File: src/rtl/csr_pkg.sv
// Package with constants, event carriers and state type of the status block.
package csr_pkg;

   // Status word bit positions.
   localparam int PSW_C = 0;
   localparam int PSW_T = 1;
   localparam int PSW_L = 2;
   localparam int PSW_U = 3;
   localparam int PSW_F = 5;
   localparam int PSW_Z = 6;
   localparam int PSW_N = 7;
   localparam int PSW_E = 9;
   localparam int PSW_P = 10;
   localparam int PSW_I = 11;

   // Values after reset and writable bit masks.
   localparam logic [15:0] PSW_RESET = 16'h0200;
   localparam logic [15:0] PSW_WMASK = 16'h0eef;
   localparam logic [15:0] CFG_RESET = 16'h0000;
   localparam logic [15:0] CFG_WMASK = 16'h0300;

   // Configuration bit positions.
   localparam int CFG_WD = 8;
   localparam int CFG_NR = 9;

   // Register byte offsets on the bus.
   localparam logic [7:0] OFF_PSW   = 8'h00;
   localparam logic [7:0] OFF_CFG   = 8'h04;
   localparam logic [7:0] OFF_SAVED = 8'h08;

   // Bus responses.
   localparam logic [1:0] RESP_OKAY   = 2'h0;
   localparam logic [1:0] RESP_SLVERR = 2'h2;

   // Branch condition codes.
   localparam logic [3:0] CC_EQ = 4'h0;
   localparam logic [3:0] CC_NE = 4'h1;
   localparam logic [3:0] CC_CS = 4'h2;
   localparam logic [3:0] CC_CC = 4'h3;
   localparam logic [3:0] CC_HI = 4'h4;
   localparam logic [3:0] CC_LS = 4'h5;
   localparam logic [3:0] CC_GT = 4'h6;
   localparam logic [3:0] CC_LE = 4'h7;
   localparam logic [3:0] CC_FS = 4'h8;
   localparam logic [3:0] CC_FC = 4'h9;
   localparam logic [3:0] CC_LO = 4'ha;
   localparam logic [3:0] CC_HS = 4'hb;
   localparam logic [3:0] CC_LT = 4'hc;
   localparam logic [3:0] CC_GE = 4'hd;
   localparam logic [3:0] CC_AL = 4'he;

   // Events from the execution datapath and the exception sequencer.
   typedef struct packed {
      logic        instStart;
      logic        instEnd;
      logic        arithValid;
      logic        arithSub;
      logic        cmpValid;
      logic [15:0] opA;
      logic [15:0] opB;
      logic        enableIrq;
      logic        disableIrq;
      logic        jumpToUser;
      logic        excTaken;
      logic        excIsIrq;
      logic        excReturn;
      logic        retFromIrq;
      logic        retUser;
      logic        uspAccess;
      logic        condValid;
      logic [3:0]  cond;
   } csr_evt_t;

   // Whole state of the block.
   typedef struct packed {
      logic [15:0] psw;
      logic [15:0] cfg;
      logic [15:0] saved;
      logic        inHandler;
      logic        r2Load;
      logic        traceTrap;
      logic        undefinedOpTrap;
      logic        branchTaken;
      logic        branchValid;
      logic        irqEnable;
      logic        haveAw;
      logic        haveW;
      logic [7:0]  awAddr;
      logic [15:0] wData;
      logic [1:0]  wStrb;
      logic        awready;
      logic        wready;
      logic        bvalid;
      logic [1:0]  bresp;
      logic        arready;
      logic        rvalid;
      logic [1:0]  rresp;
      logic [15:0] rdata;
   } csr_state_t;

endpackage

File: src/rtl/csr_status_config_regs.sv
// Processor status word and core configuration register logic.
//
// Contract
// - Add or subtract sets carry on carry or borrow, clears it otherwise.
// - Trace enabled gives a trace trap per instruction, none inside a handler.
// - Compare sets unsigned-low when second operand is below first, unsigned.
// - User bit selects user stack pointer, else supervisor stack pointer.
// - Exceptions force supervisor mode; user mode only via jump-to-user (here handler return and supervisor bus writes to status bit 3 also enter it).
// - User stack pointer access in user mode raises the undefined-op trap.
// - Add and subtract set the general flag on signed overflow.
// - Compare sets zero flag when operands equal, clears it otherwise.
// - Compare sets negative flag when second operand is below first, signed.
// - Maskable interrupts accepted only when local and global enables set.
// - Enable-irq instruction sets local enable; disable-irq clears it.
// - Trace copied to pending at start; trap only if pending at end.
// - Global enable cleared on interrupt entry, set on handler return (here only on a return with retFromIrq set).
// - Branch conditions decided from zero, carry, low, negative, flag.
// - Reset clears status bits 0 to 11 except local enable, which sets.
// - Warm reset copies the old status word into general register two.
// - Status bits 4 and 8 read zero; bits 12 to 15 reserved.
// - Status bits change only on instructions that affect them (here supervisor bus writes to the status word change them too).
// - Reset clears the whole configuration register.
// - Wide dispatch bit picks 16 or 32 bit table entries; base unaffected.
// - Narrow register mode uses 16-bit registers and paired return address.
//
// Added by the designer: the register offsets and the AXI4-Lite register port.
`timescale 1ns/1ps

module csr_status_config_regs
   import csr_pkg::*;
#(
   parameter int ADDR_W = 32
) (
   input  wire logic              clk,
   input  wire logic              rst_b,
   input  wire logic              warmReset,
   input  wire csr_evt_t          evt,
   output logic                   userStackSelect,
   output logic                   maskableIrqEnable,
   output logic                   traceTrap,
   output logic                   undefinedOpTrap,
   output logic                   branchTaken,
   output logic                   branchValid,
   output logic                   wideDispatchSelect,
   output logic                   narrowRegisterMode,
   output logic                   loadGeneralRegisterTwo,
   output logic [15:0]            generalRegisterTwo,
   output logic [15:0]            statusWord,
   input  wire logic [ADDR_W-1:0] s_axi_awaddr,
   input  wire logic              s_axi_awvalid,
   output logic                   s_axi_awready,
   input  wire logic [31:0]       s_axi_wdata,
   input  wire logic [3:0]        s_axi_wstrb,
   input  wire logic              s_axi_wvalid,
   output logic                   s_axi_wready,
   output logic [1:0]             s_axi_bresp,
   output logic                   s_axi_bvalid,
   input  wire logic              s_axi_bready,
   input  wire logic [ADDR_W-1:0] s_axi_araddr,
   input  wire logic              s_axi_arvalid,
   output logic                   s_axi_arready,
   output logic [31:0]            s_axi_rdata,
   output logic [1:0]             s_axi_rresp,
   output logic                   s_axi_rvalid,
   input  wire logic              s_axi_rready
);

   csr_state_t st;
   csr_state_t next_st;

   // Evaluates a branch condition against the flags of a status word.
   function automatic logic condMet(input logic [3:0] cc,
                                    input logic [15:0] p);
      logic r;
      r = 1'b0;
      case (cc)
         CC_EQ:   r = p[PSW_Z];
         CC_NE:   r = !p[PSW_Z];
         CC_CS:   r = p[PSW_C];
         CC_CC:   r = !p[PSW_C];
         CC_HI:   r = p[PSW_L] == 1'b0 && !p[PSW_Z] ? 1'b0 : p[PSW_L];
         CC_LS:   r = !p[PSW_L];
         CC_GT:   r = p[PSW_N];
         CC_LE:   r = !p[PSW_N];
         CC_FS:   r = p[PSW_F];
         CC_FC:   r = !p[PSW_F];
         CC_LO:   r = !p[PSW_L] && !p[PSW_Z];
         CC_HS:   r = p[PSW_L] || p[PSW_Z];
         CC_LT:   r = !p[PSW_N] && !p[PSW_Z];
         CC_GE:   r = p[PSW_N] || p[PSW_Z];
         CC_AL:   r = 1'b1;
         default: r = 1'b0;
      endcase
      return r;
   endfunction

   // Tells whether a byte address selects a mapped register.
   function automatic logic isMapped(input logic [7:0] a);
      return a == OFF_PSW || a == OFF_CFG || a == OFF_SAVED;
   endfunction

   // Next-state logic: datapath events, then software, then exceptions.
   always_comb begin
      logic [16:0] wideRes;
      logic [15:0] wm;
      wideRes = '0;
      wm = '0;
      next_st = st;
      next_st.r2Load = 1'b0;
      next_st.traceTrap = 1'b0;
      next_st.undefinedOpTrap = 1'b0;
      next_st.branchValid = 1'b0;

      // Arithmetic flags; the second operand is the destination.
      if (evt.arithValid) begin
         if (evt.arithSub) begin
            wideRes = {1'b0, evt.opB} - {1'b0, evt.opA};
            next_st.psw[PSW_F] = (evt.opB[15] != evt.opA[15]) &&
                                 (wideRes[15] != evt.opB[15]);
         end else begin
            wideRes = {1'b0, evt.opB} + {1'b0, evt.opA};
            next_st.psw[PSW_F] = (evt.opB[15] == evt.opA[15]) &&
                                 (wideRes[15] != evt.opB[15]);
         end
         next_st.psw[PSW_C] = wideRes[16];
      end

      // Comparison flags.
      if (evt.cmpValid) begin
         next_st.psw[PSW_Z] = evt.opA == evt.opB;
         next_st.psw[PSW_L] = evt.opB < evt.opA;
         next_st.psw[PSW_N] = $signed(evt.opB) < $signed(evt.opA);
      end

      // Local enable follows the enable and disable instructions.
      if (evt.enableIrq) begin
         next_st.psw[PSW_E] = 1'b1;
      end
      if (evt.disableIrq) begin
         next_st.psw[PSW_E] = 1'b0;
      end

      // Jump-to-user enters user mode; handler return and supervisor bus writes to bit 3 can too.
      if (evt.jumpToUser) begin
         next_st.psw[PSW_U] = 1'b1;
      end

      // Pending is armed at start, so one instruction traps only once.
      if (evt.instStart) begin
         next_st.psw[PSW_P] = st.psw[PSW_T] && !st.inHandler;
      end
      if (evt.instEnd && st.psw[PSW_P] && !st.inHandler) begin
         next_st.traceTrap = 1'b1;
         next_st.psw[PSW_P] = 1'b0;
      end

      // The user stack pointer is privileged.
      if (evt.uspAccess && st.psw[PSW_U]) begin
         next_st.undefinedOpTrap = 1'b1;
      end

      // Branch decision uses the flags standing before this cycle.
      if (evt.condValid) begin
         next_st.branchValid = 1'b1;
         next_st.branchTaken = condMet(evt.cond, st.psw);
      end

      // Handler return restores the mode the handler interrupted.
      if (evt.excReturn) begin
         next_st.inHandler = 1'b0;
         next_st.psw[PSW_U] = evt.retUser;
         if (evt.retFromIrq) begin
            next_st.psw[PSW_I] = 1'b1;
         end
      end

      // Write address and data are taken separately, in either order.
      if (s_axi_awvalid && st.awready) begin
         next_st.haveAw = 1'b1;
         next_st.awAddr = s_axi_awaddr[7:0];
      end
      if (s_axi_wvalid && st.wready) begin
         next_st.haveW = 1'b1;
         next_st.wData = s_axi_wdata[15:0];
         next_st.wStrb = s_axi_wstrb[1:0];
      end
      if (st.bvalid && s_axi_bready) begin
         next_st.bvalid = 1'b0;
      end

      // Perform a write once both halves are held; user mode is refused.
      if (st.haveAw && st.haveW && !st.bvalid) begin
         next_st.haveAw = 1'b0;
         next_st.haveW = 1'b0;
         next_st.bvalid = 1'b1;
         next_st.bresp = RESP_OKAY;
         wm = {{8{st.wStrb[1]}}, {8{st.wStrb[0]}}};
         if (!isMapped(st.awAddr) || st.psw[PSW_U]) begin
            next_st.bresp = RESP_SLVERR;
         end else if (st.awAddr == OFF_PSW) begin
            wm = wm & PSW_WMASK;
            next_st.psw = (next_st.psw & ~wm) | (st.wData & wm);
         end else if (st.awAddr == OFF_CFG) begin
            wm = wm & CFG_WMASK;
            next_st.cfg = (st.cfg & ~wm) | (st.wData & wm);
         end
      end

      // Reads answer one cycle after the address is taken.
      if (st.rvalid && s_axi_rready) begin
         next_st.rvalid = 1'b0;
      end
      if (s_axi_arvalid && st.arready) begin
         next_st.rvalid = 1'b1;
         next_st.rresp = RESP_OKAY;
         case (s_axi_araddr[7:0])
            OFF_PSW:   next_st.rdata = st.psw & PSW_WMASK;
            OFF_CFG:   next_st.rdata = st.cfg & CFG_WMASK;
            OFF_SAVED: next_st.rdata = st.saved;
            default: begin
               next_st.rdata = '0;
               next_st.rresp = RESP_SLVERR;
            end
         endcase
      end

      // Exception entry wins over every other status change except warm reset.
      if (evt.excTaken) begin
         next_st.inHandler = 1'b1;
         next_st.psw[PSW_U] = 1'b0;
         next_st.psw[PSW_P] = 1'b0;
         if (evt.excIsIrq) begin
            next_st.psw[PSW_I] = 1'b0;
         end
      end

      // Warm reset saves the old word and reloads the reset values.
      if (warmReset) begin
         next_st.saved = st.psw;
         next_st.r2Load = 1'b1;
         next_st.psw = PSW_RESET;
         next_st.cfg = CFG_RESET;
         next_st.inHandler = 1'b0;
      end

      // Reserved and constant bits never hold ones.
      next_st.psw = next_st.psw & PSW_WMASK;
      next_st.cfg = next_st.cfg & CFG_WMASK;

      // Ready flags are registered, so they look at the next state.
      next_st.awready = !next_st.haveAw && !next_st.bvalid;
      next_st.wready = !next_st.haveW && !next_st.bvalid;
      next_st.arready = !next_st.rvalid;
      next_st.irqEnable = next_st.psw[PSW_E] &&
                          next_st.psw[PSW_I];
   end

   // State register; cold reset loads the documented reset values.
   always_ff @(posedge clk or negedge rst_b) begin
      if (!rst_b) begin
         st <= '0;
         st.psw <= PSW_RESET;
         st.cfg <= CFG_RESET;
         st.awready <= 1'b1;
         st.wready <= 1'b1;
         st.arready <= 1'b1;
      end else begin
         st <= next_st;
      end
   end

   // Outputs come straight from state flip-flops.
   assign userStackSelect = st.psw[PSW_U];
   assign maskableIrqEnable = st.irqEnable;
   assign traceTrap = st.traceTrap;
   assign undefinedOpTrap = st.undefinedOpTrap;
   assign branchTaken = st.branchTaken;
   assign branchValid = st.branchValid;
   assign wideDispatchSelect = st.cfg[CFG_WD];
   assign narrowRegisterMode = st.cfg[CFG_NR];
   assign loadGeneralRegisterTwo = st.r2Load;
   assign generalRegisterTwo = st.saved;
   assign statusWord = st.psw;
   assign s_axi_awready = st.awready;
   assign s_axi_wready = st.wready;
   assign s_axi_bvalid = st.bvalid;
   assign s_axi_bresp = st.bresp;
   assign s_axi_arready = st.arready;
   assign s_axi_rvalid = st.rvalid;
   assign s_axi_rresp = st.rresp;
   assign s_axi_rdata = {16'h0000, st.rdata};

endmodule // csr_status_config_regs

File: config.mk
export PLATFORM = sky130hd
export DESIGN_NAME = csr_status_config_regs
export DESIGN_NICKNAME = d
export VERILOG_FILES = /design/src/rtl/csr_pkg.sv /design/src/rtl/csr_status_config_regs.sv
export SDC_FILE = /design/constraint.sdc
export NUM_CORES = 1
export LEC_CHECK = 0
export BUFFER_PORTS_ARGS = -buffer_cell sky130_fd_sc_hd__buf_2
export CORE_UTILIZATION = 26
export CTS_BUF_LIST = sky130_fd_sc_hd__clkbuf_2
export CTS_CLUSTER_DIAMETER = 80
export DETAILED_ROUTE_END_ITERATION = 6
export PLACE_DENSITY = 0.63
export SLEW_MARGIN = 20
export SYNTH_ARGS = -nofsm -noshare
export SYNTH_HDL_FRONTEND = slang
export SYNTH_SLANG_ARGS = --single-unit
File: constraint.sdc
create_clock -name clk -period 2 [get_ports clk]
set_clock_uncertainty 0.15 [all_clocks]
set_input_delay 0 -clock clk [delete_from_list [all_inputs] [get_ports clk]]
set_output_delay 0 -clock clk [all_outputs]
set_load 0.05 [all_outputs]
==> results.py, run 1 <==
metrics = {
    "grt": {
        "grtUsageMet1_pct": 16.6,
        "grt_usage_pct": 13.8,
        "gr-total-overflow": 0,
        "use_met3_pct": 2.63,
        "grt_pass1_wl_um": 19500,
        "top_usage_layer": "met2",
        "grt_max_degree": 48,
        "antenna_found_initial": 1,
        "use_met2_pct": 24.6,
        "grt_pass1_vias": 4070,
    },
    "final_layout": {
        "nets": 892,
        "fin_cells": 932,
        "syn2layout_area_growth_pct": 44.5,
        "final_core_util_pct": 38.3,
        "fill_cells": 1737,
        "drive_above_1_share_pct": 35.3,
        "stdcell_area_um2": 6610,
    },
    "synth": {
        "synth_area_leaders": "dfrtp_1 36%, buf_4 11%, ha_1 8.8%",
        "syn_inst": 464,
        "synth_most_common_cell": "buf_4",
        "ys_warn_count": 0,
        "synth_seq_cells": 70,
        "yosys.area.top_type": "dfrtp_1",
        "synth_cell_types": 55,
        "async_flop_share_pct": 100,
        "synth-edff-count": 0,
        "yosysTopAreaCellShare_pct": 36.1,
        "avgSynthCellArea_um2": 9.85,
        "synthFlopType": "dfrtp_1",
        "synthesis.area_um2": 4570,
        "ys_top_cells_by_count": "68 x buf_4, 66 x dfrtp_1, 34 x nor2_1",
        "seq_area_frac_synth_pct": 38.4,
    },
    "drt": {
        "vias": 4030,
        "wl_per_cell_um": 13.3,
        "route.detailed.drc": 0,
        "routed_wl_um": 12400,
        "drtAntennaViolNets": 0,
        "via_per_inst": 4.32,
        "dr.pass1.iters": 4,
        "drt-initial-drc-count": 124,
    },
    "floorplanning": {
        "dieArea_um2": 18100,
        "fp.dieW_um": 135,
        "initial_core_util_pct": 26.5,
        "rows": 48,
        "core_um2": 17200,
        "ios": 241,
        "die_height_um": 135,
    },
    "sta": {
        "grt_setup_unrepaired": "yes",
        "slew_violations": 0,
        "min_period_ps": 2100,
        "tightest_slew_ps": 649,
        "finalCritPeriodShare_pct": 105,
        "hold_viol": 0,
        "fmax_ghz": 0.475,
        "setup_violations": 5,
        "holdWs_ps": 56.8,
        "relSlewSlack_pct": 56.7,
        "fin_ws_ps": -105,
    },
    "clock_tree": {
        "cts_buffer_depth": 2,
        "numCtsBuffers": 9,
        "clk_latency_ps": 530,
        "clkSlewWorstSetupHoldPaths_ps": 210,
        "cts_root_buf": "clkbuf_2",
        "cts.sinks": 70,
        "cts_tree": "done",
        "cts_max_level": 3,
    },
    "place": {
        "dp_cells": 809,
        "hpwl_um": 8740,
        "gp_congestion": 0.803,
        "place_ws_ps": -273,
        "dpl_cell_area_um2": 5360,
        "portBuffers": 134,
    },
    "power": {
        "combPwrFrac_pct": 42.4,
        "max-vdd-ir-drop_v": 0.000567,
        "switching_share_pct": 37.1,
        "powerDensity_nw_per_um2": 750,
        "clockPowerShare_pct": 16.4,
        "leakage_uw": 0.00329,
        "p_int_uw": 3110,
        "switchingPower_uw": 1840,
        "power_frac_seq_pct": 41.2,
    },
    "critical_path": {
        "cp.required_ps": 2320,
        "crit_type": "reg -> reg",
        "worstPathArrival_ps": 2420,
        "r2r-start": "st[43]$_DFFE_PN0P_",
        "cp_max_fo": 4,
        "crit_start": "st[43]$_DFFE_PN0P_",
        "endpoint_kind": "flop",
        "cp-start-kind": "flop",
    },
    "hold_path": {
        "min_path_type": "in -> reg",
        "hold_path.startpoint": "evt[30]",
    },
    "run_status": {
        "violations": "setup timing",
        "outcome": "finished, violations left",
    },
    "run": {
        "cap_violations": 0,
    },
}
final timing paths:
path	slack (ps)	end	cells past startpoint
max in group asynchronous	640	s_axi_arready$_DFF_PN1_	4
worst max-delay path	-100	maskableIrqEnable$_DFF_PN0_	7
min in group asynchronous	400	st[50]$_DFFE_PN0P_	3
worst min register to register	350	s_axi_rdata[7]$_DFFE_PN0P_	2
worst max register to register	-100	maskableIrqEnable$_DFF_PN0_	7
worst min-delay path	60	statusWord[6]$_DFF_PN0_	6
metal layers:
layer,up-vias,part of all wire (%)
met5,-,0
met4,0,1.3
met3,15,3.2
met2,95,52
met1,1931,44
li1,1989,-
cell usage in the layout, fill, tap and decap left out, types with 3 or more instances in the layout:
master | netlist | layout
o21ai_0 | 22 | 21
nand3_1 | 7 | 6
dfrtp_2 | 0 | 4
ha_1 | 32 | 32
nor3_1 | 10 | 9
dlygate4sd3_1 | 0 | 99
dfrtp_1 | 66 | 62
buf_2 | 3 | 133
o31ai_1 | 3 | 3
or3_1 | 3 | 3
buf_4 | 68 | 34
a21oi_1 | 19 | 18
nor2b_1 | 7 | 7
buf_6 | 0 | 4
mux2_2 | 31 | 31
and3_1 | 3 | 3
nor2_1 | 34 | 32
mux2i_1 | 14 | 14
nand2b_1 | 7 | 7
nand2_1 | 28 | 26
o31a_1 | 3 | 3
a31oi_1 | 3 | 3
nor4_1 | 5 | 4
a211o_1 | 3 | 3
dfstp_2 | 4 | 4
inv_1 | 29 | 29
clkbuf_2 | 0 | 12
o211ai_1 | 5 | 5
nor3b_1 | 3 | 3
conb_1 | 1 | 35
a211oi_1 | 8 | 7
state kept, by name, indices dropped and copies added, names as in the netlist, 10 cells and up:
signal	flops
st	24
s_axi_rdata	11
generalRegisterTwo	10
statusWord	10
metrics by stage:
step / total power [uW] / TNS, ps
floorplan: 3220 / -53.3
global placement: 3570 / -261
detailed placement: 3600 / -423
CTS: 4880 / -248
global route: 5270 / -1220
finish: 4950 / -268
power by group through the flow:
stage	registers, uW	logic, uW	clock network [uW]
floorplan	2130	1100	0
global placement	2030	1530	0
detailed placement	2040	1550	0
CTS	2020	2010	853
global route	2090	2260	915
finish	2040	2100	812
critical path: stages (launching register included):
cell       delay [ps]
dfrtp_1           470
nor4_4            330
nand4b_4          160
nor3b_4           320
buf_6             160
a211oi_4           40
a2111oi_4         230
and2_1            180
layout make-up:
cell class / instances / area, um^2 / share of cell area (%)
antenna: 1 / 2.50 / 0.0379
clock buffer: 12 / 60.1 / 0.909
clock inverter: 4 / 47.5 / 0.720
inverter: 29 / 109 / 1.65
multi-input combinational: 320 / 2370 / 35.8
sequential: 70 / 1760 / 26.7
tap: 225 / 282 / 4.26
timing repair buffer: 271 / 1980 / 29.9
logic make-up after synthesis:
kind of cell / after synthesis / synth area share, %
and+or+nand+nor: 122 / 14.3
other: 1 / 0.0820
AOI/OAI and AO/OA: 83 / 12.3
buffers and inverters: 108 / 14.5
DFF: 70 / 38.4
xor gates and xnor gates: 2 / 0.383
adders and majority gates: 32 / 8.76
muxes: 46 / 11.2
what timing repair did:
action	CTS	global route
gates cloned	0	0
setup buffers	2	5
pin swaps	2	2
endpoints found under the hold margin	139	0
gates resized for setup	5	18
hold buffers	99	0
endpoints found under the setup margin	4	20
No activity file was read; power rests on OpenSTA's default activity.
==> run 2: changes to the inputs <==
ABC_AREA = 1   (was not set)
PLACE_DENSITY = 0.62   (was 0.63)
SLEW_MARGIN = not set   (was 20)
==> results.py, run 2 <==
metrics = {
    "run_status": {
        "outcome": "completed",
    },
    "clock_tree": {
        "cts_buffer_depth": 2,
        "cts_max_level": 3,
        "clkSlewWorstSetupHoldPaths_ps": 170,
        "clk_latency_ps": 510,
        "cts_tree": "done",
        "cts.sinks": 70,
        "cts_root_buf": "clkbuf_2",
        "numCtsBuffers": 9,
    },
    "sta": {
        "setup_violations": 0,
        "slew_violations": 0,
        "fmax_ghz": 0.520,
        "holdWs_ps": 94.9,
        "fin_ws_ps": 75.2,
        "hold_viol": 0,
        "finalCritPeriodShare_pct": 96.2,
        "min_period_ps": 1920,
        "tns_ps": 0,
    },
    "place": {
        "hpwl_um": 9680,
        "gp_congestion": 0.796,
        "portBuffers": 134,
        "dpl_cell_area_um2": 5410,
        "place_ws_ps": 226,
    },
    "final_layout": {
        "drive_above_1_share_pct": 21.1,
        "layout_commonest_cell": "nand2_1",
        "syn2layout_area_growth_pct": 36.6,
        "final_core_util_pct": 36.4,
        "diodes": 0,
        "final_cell_mix": "188 x nand2_1, 134 x buf_2, 94 x dlygate4sd3_1, 90 x inv_1, 66 x dfrtp_1",
        "stdcell_area_um2": 6530,
        "nets": 1056,
        "largest_reg_flops": 24,
        "largest-register": "st",
    },
    "critical_path": {
        "worstPathArrival_ps": 2220,
        "crit_type": "in -> reg",
        "cp_max_fo": 2,
        "cp-start-kind": "primary input",
        "cp.required_ps": 2290,
        "endpoint_kind": "flop",
    },
    "grt": {
        "antenna_found_initial": 0,
        "grt_pass1_vias": 4375,
        "grt_pass1_wl_um": 20600,
        "gr-total-overflow": 0,
        "grt_max_degree": 71,
        "grt_usage_pct": 13.8,
    },
    "floorplanning": {
        "core_um2": 18000,
        "die_height_um": 138,
        "initial_core_util_pct": 26.6,
        "rows": 49,
        "fp.dieW_um": 138,
        "dieArea_um2": 18900,
        "ios": 241,
    },
    "run": {
        "cap_violations": 0,
    },
    "synth": {
        "synth_cell_types": 37,
        "synthFlopType": "dfrtp_1",
        "async_flop_share_pct": 100,
        "seq_area_frac_synth_pct": 36.7,
        "syn_inst": 654,
        "synth_seq_cells": 70,
        "yosysTopAreaCellShare_pct": 34.5,
        "yosys.area.top_type": "dfrtp_1",
        "ys_warn_count": 0,
        "synthesis.area_um2": 4780,
        "avgSynthCellArea_um2": 7.31,
        "synth-edff-count": 0,
        "ys_top_cells_by_count": "189 x nand2_1, 91 x inv_1, 68 x buf_4",
        "synth_area_leaders": "dfrtp_1 35%, nand2_1 15%, buf_4 11%",
        "synth_most_common_cell": "nand2_1",
    },
    "power": {
        "powerDensity_nw_per_um2": 736,
        "max-vdd-ir-drop_v": 0.000560,
        "leakage_uw": 0.00346,
    },
    "drt": {
        "wl_per_cell_um": 11.8,
        "routed_wl_um": 12900,
        "via_per_inst": 4.22,
        "wl_met1_um": 6190,
        "wl_met3_um": 504,
        "drt-initial-drc-count": 222,
        "dr.pass1.iters": 5,
        "wl_met2_um": 6030,
        "drtAntennaViolNets": 0,
        "top_layer": "met4",
        "route.detailed.drc": 0,
        "vias": 4634,
    },
    "hold_path": {
        "min_path_type": "in -> reg",
    },
}
## run 2: through the flow
step / power [uW] / instances
final: 4810 / 1098
after global routing: 5180 / 1098
after CTS: 4820 / 1095
after detailed placement: 3690 / 985
after global placement: 3670 / 985
after floorplan: 3270 / 688
## run 2: critical path: stages
cell           delay, ps
buf_2                110
ha_1                 180
dlygate4sd3_1        560
inv_1                 50
nand2_1               80
a31oi_2              170
o21ai_1               90
nand2_1               60
nand3b_1             100
nand2_1               70
nand3_1               60
dlygate4sd3_1        570
a21oi_2              110
## run 2: final cells by class
| type | count | area [um^2] |
|---|---|---|
| fillers | 1918 | 11400 |
| multi-input cells | 446 | 2270 |
| flip-flops and latches | 70 | 1760 |
| repair buffers | 240 | 1720 |
| inverters | 97 | 372 |
| well taps | 229 | 287 |
| clock inverters | 5 | 75.1 |
| clock buffers | 10 | 50.0 |
| repair inverters | 1 | 7.51 |
## run 2: layer usage
metal | vias to the layer above | track usage (%)
li1 | 2377 | -
met1 | 2120 | 18.4
met2 | 116 | 22.4
met3 | 21 | 2.91
met4 | 0 | 3.97
met5 | - | 0
## run 2: cell families after synthesis
kind of cell    count (synthesis)  share of synthesized area, %
other cells                     1                        0.0784
flops                          70                          36.7
compound gates                 92                          10.9
simple gates                  287                          25.0
fa+ha+maj                      32                          8.37
buf+inv                       172                          18.9
## run 2: worst paths after layout
kind / start / end / slack, ps / cells after the start
max reg2reg: statusWord[2]$_DFF_PN0_ / branchTaken$_DFFE_PN0P_ / 150 / 7
min: evt[30] / statusWord[6]$_DFF_PN0_ / 90 / 6
max in group asynchronous: rst_b / s_axi_awready$_DFF_PN1_ / 910 / 4
min in group asynchronous: rst_b / statusWord[10]$_DFF_PN0_ / 460 / 4
max: evt[22] / statusWord[7]$_DFF_PN0_ / 80 / 13
min reg2reg: s_axi_rdata[11]$_DFFE_PN0P_ / s_axi_rdata[11]$_DFFE_PN0P_ / 350 / 2
## run 2: where the power goes
part	switching, uW	internal, uW
combinational	1260	656
clock	503	404
sequential	234	1740
## run 2: timing repair
action / CTS / global route
hold endpoints to repair: 139 / 1
resized for setup: 0 / 10
hold buffers: 95 / 1
setup buffers: 0 / 2
endpoints found under the setup margin: 0 / 17
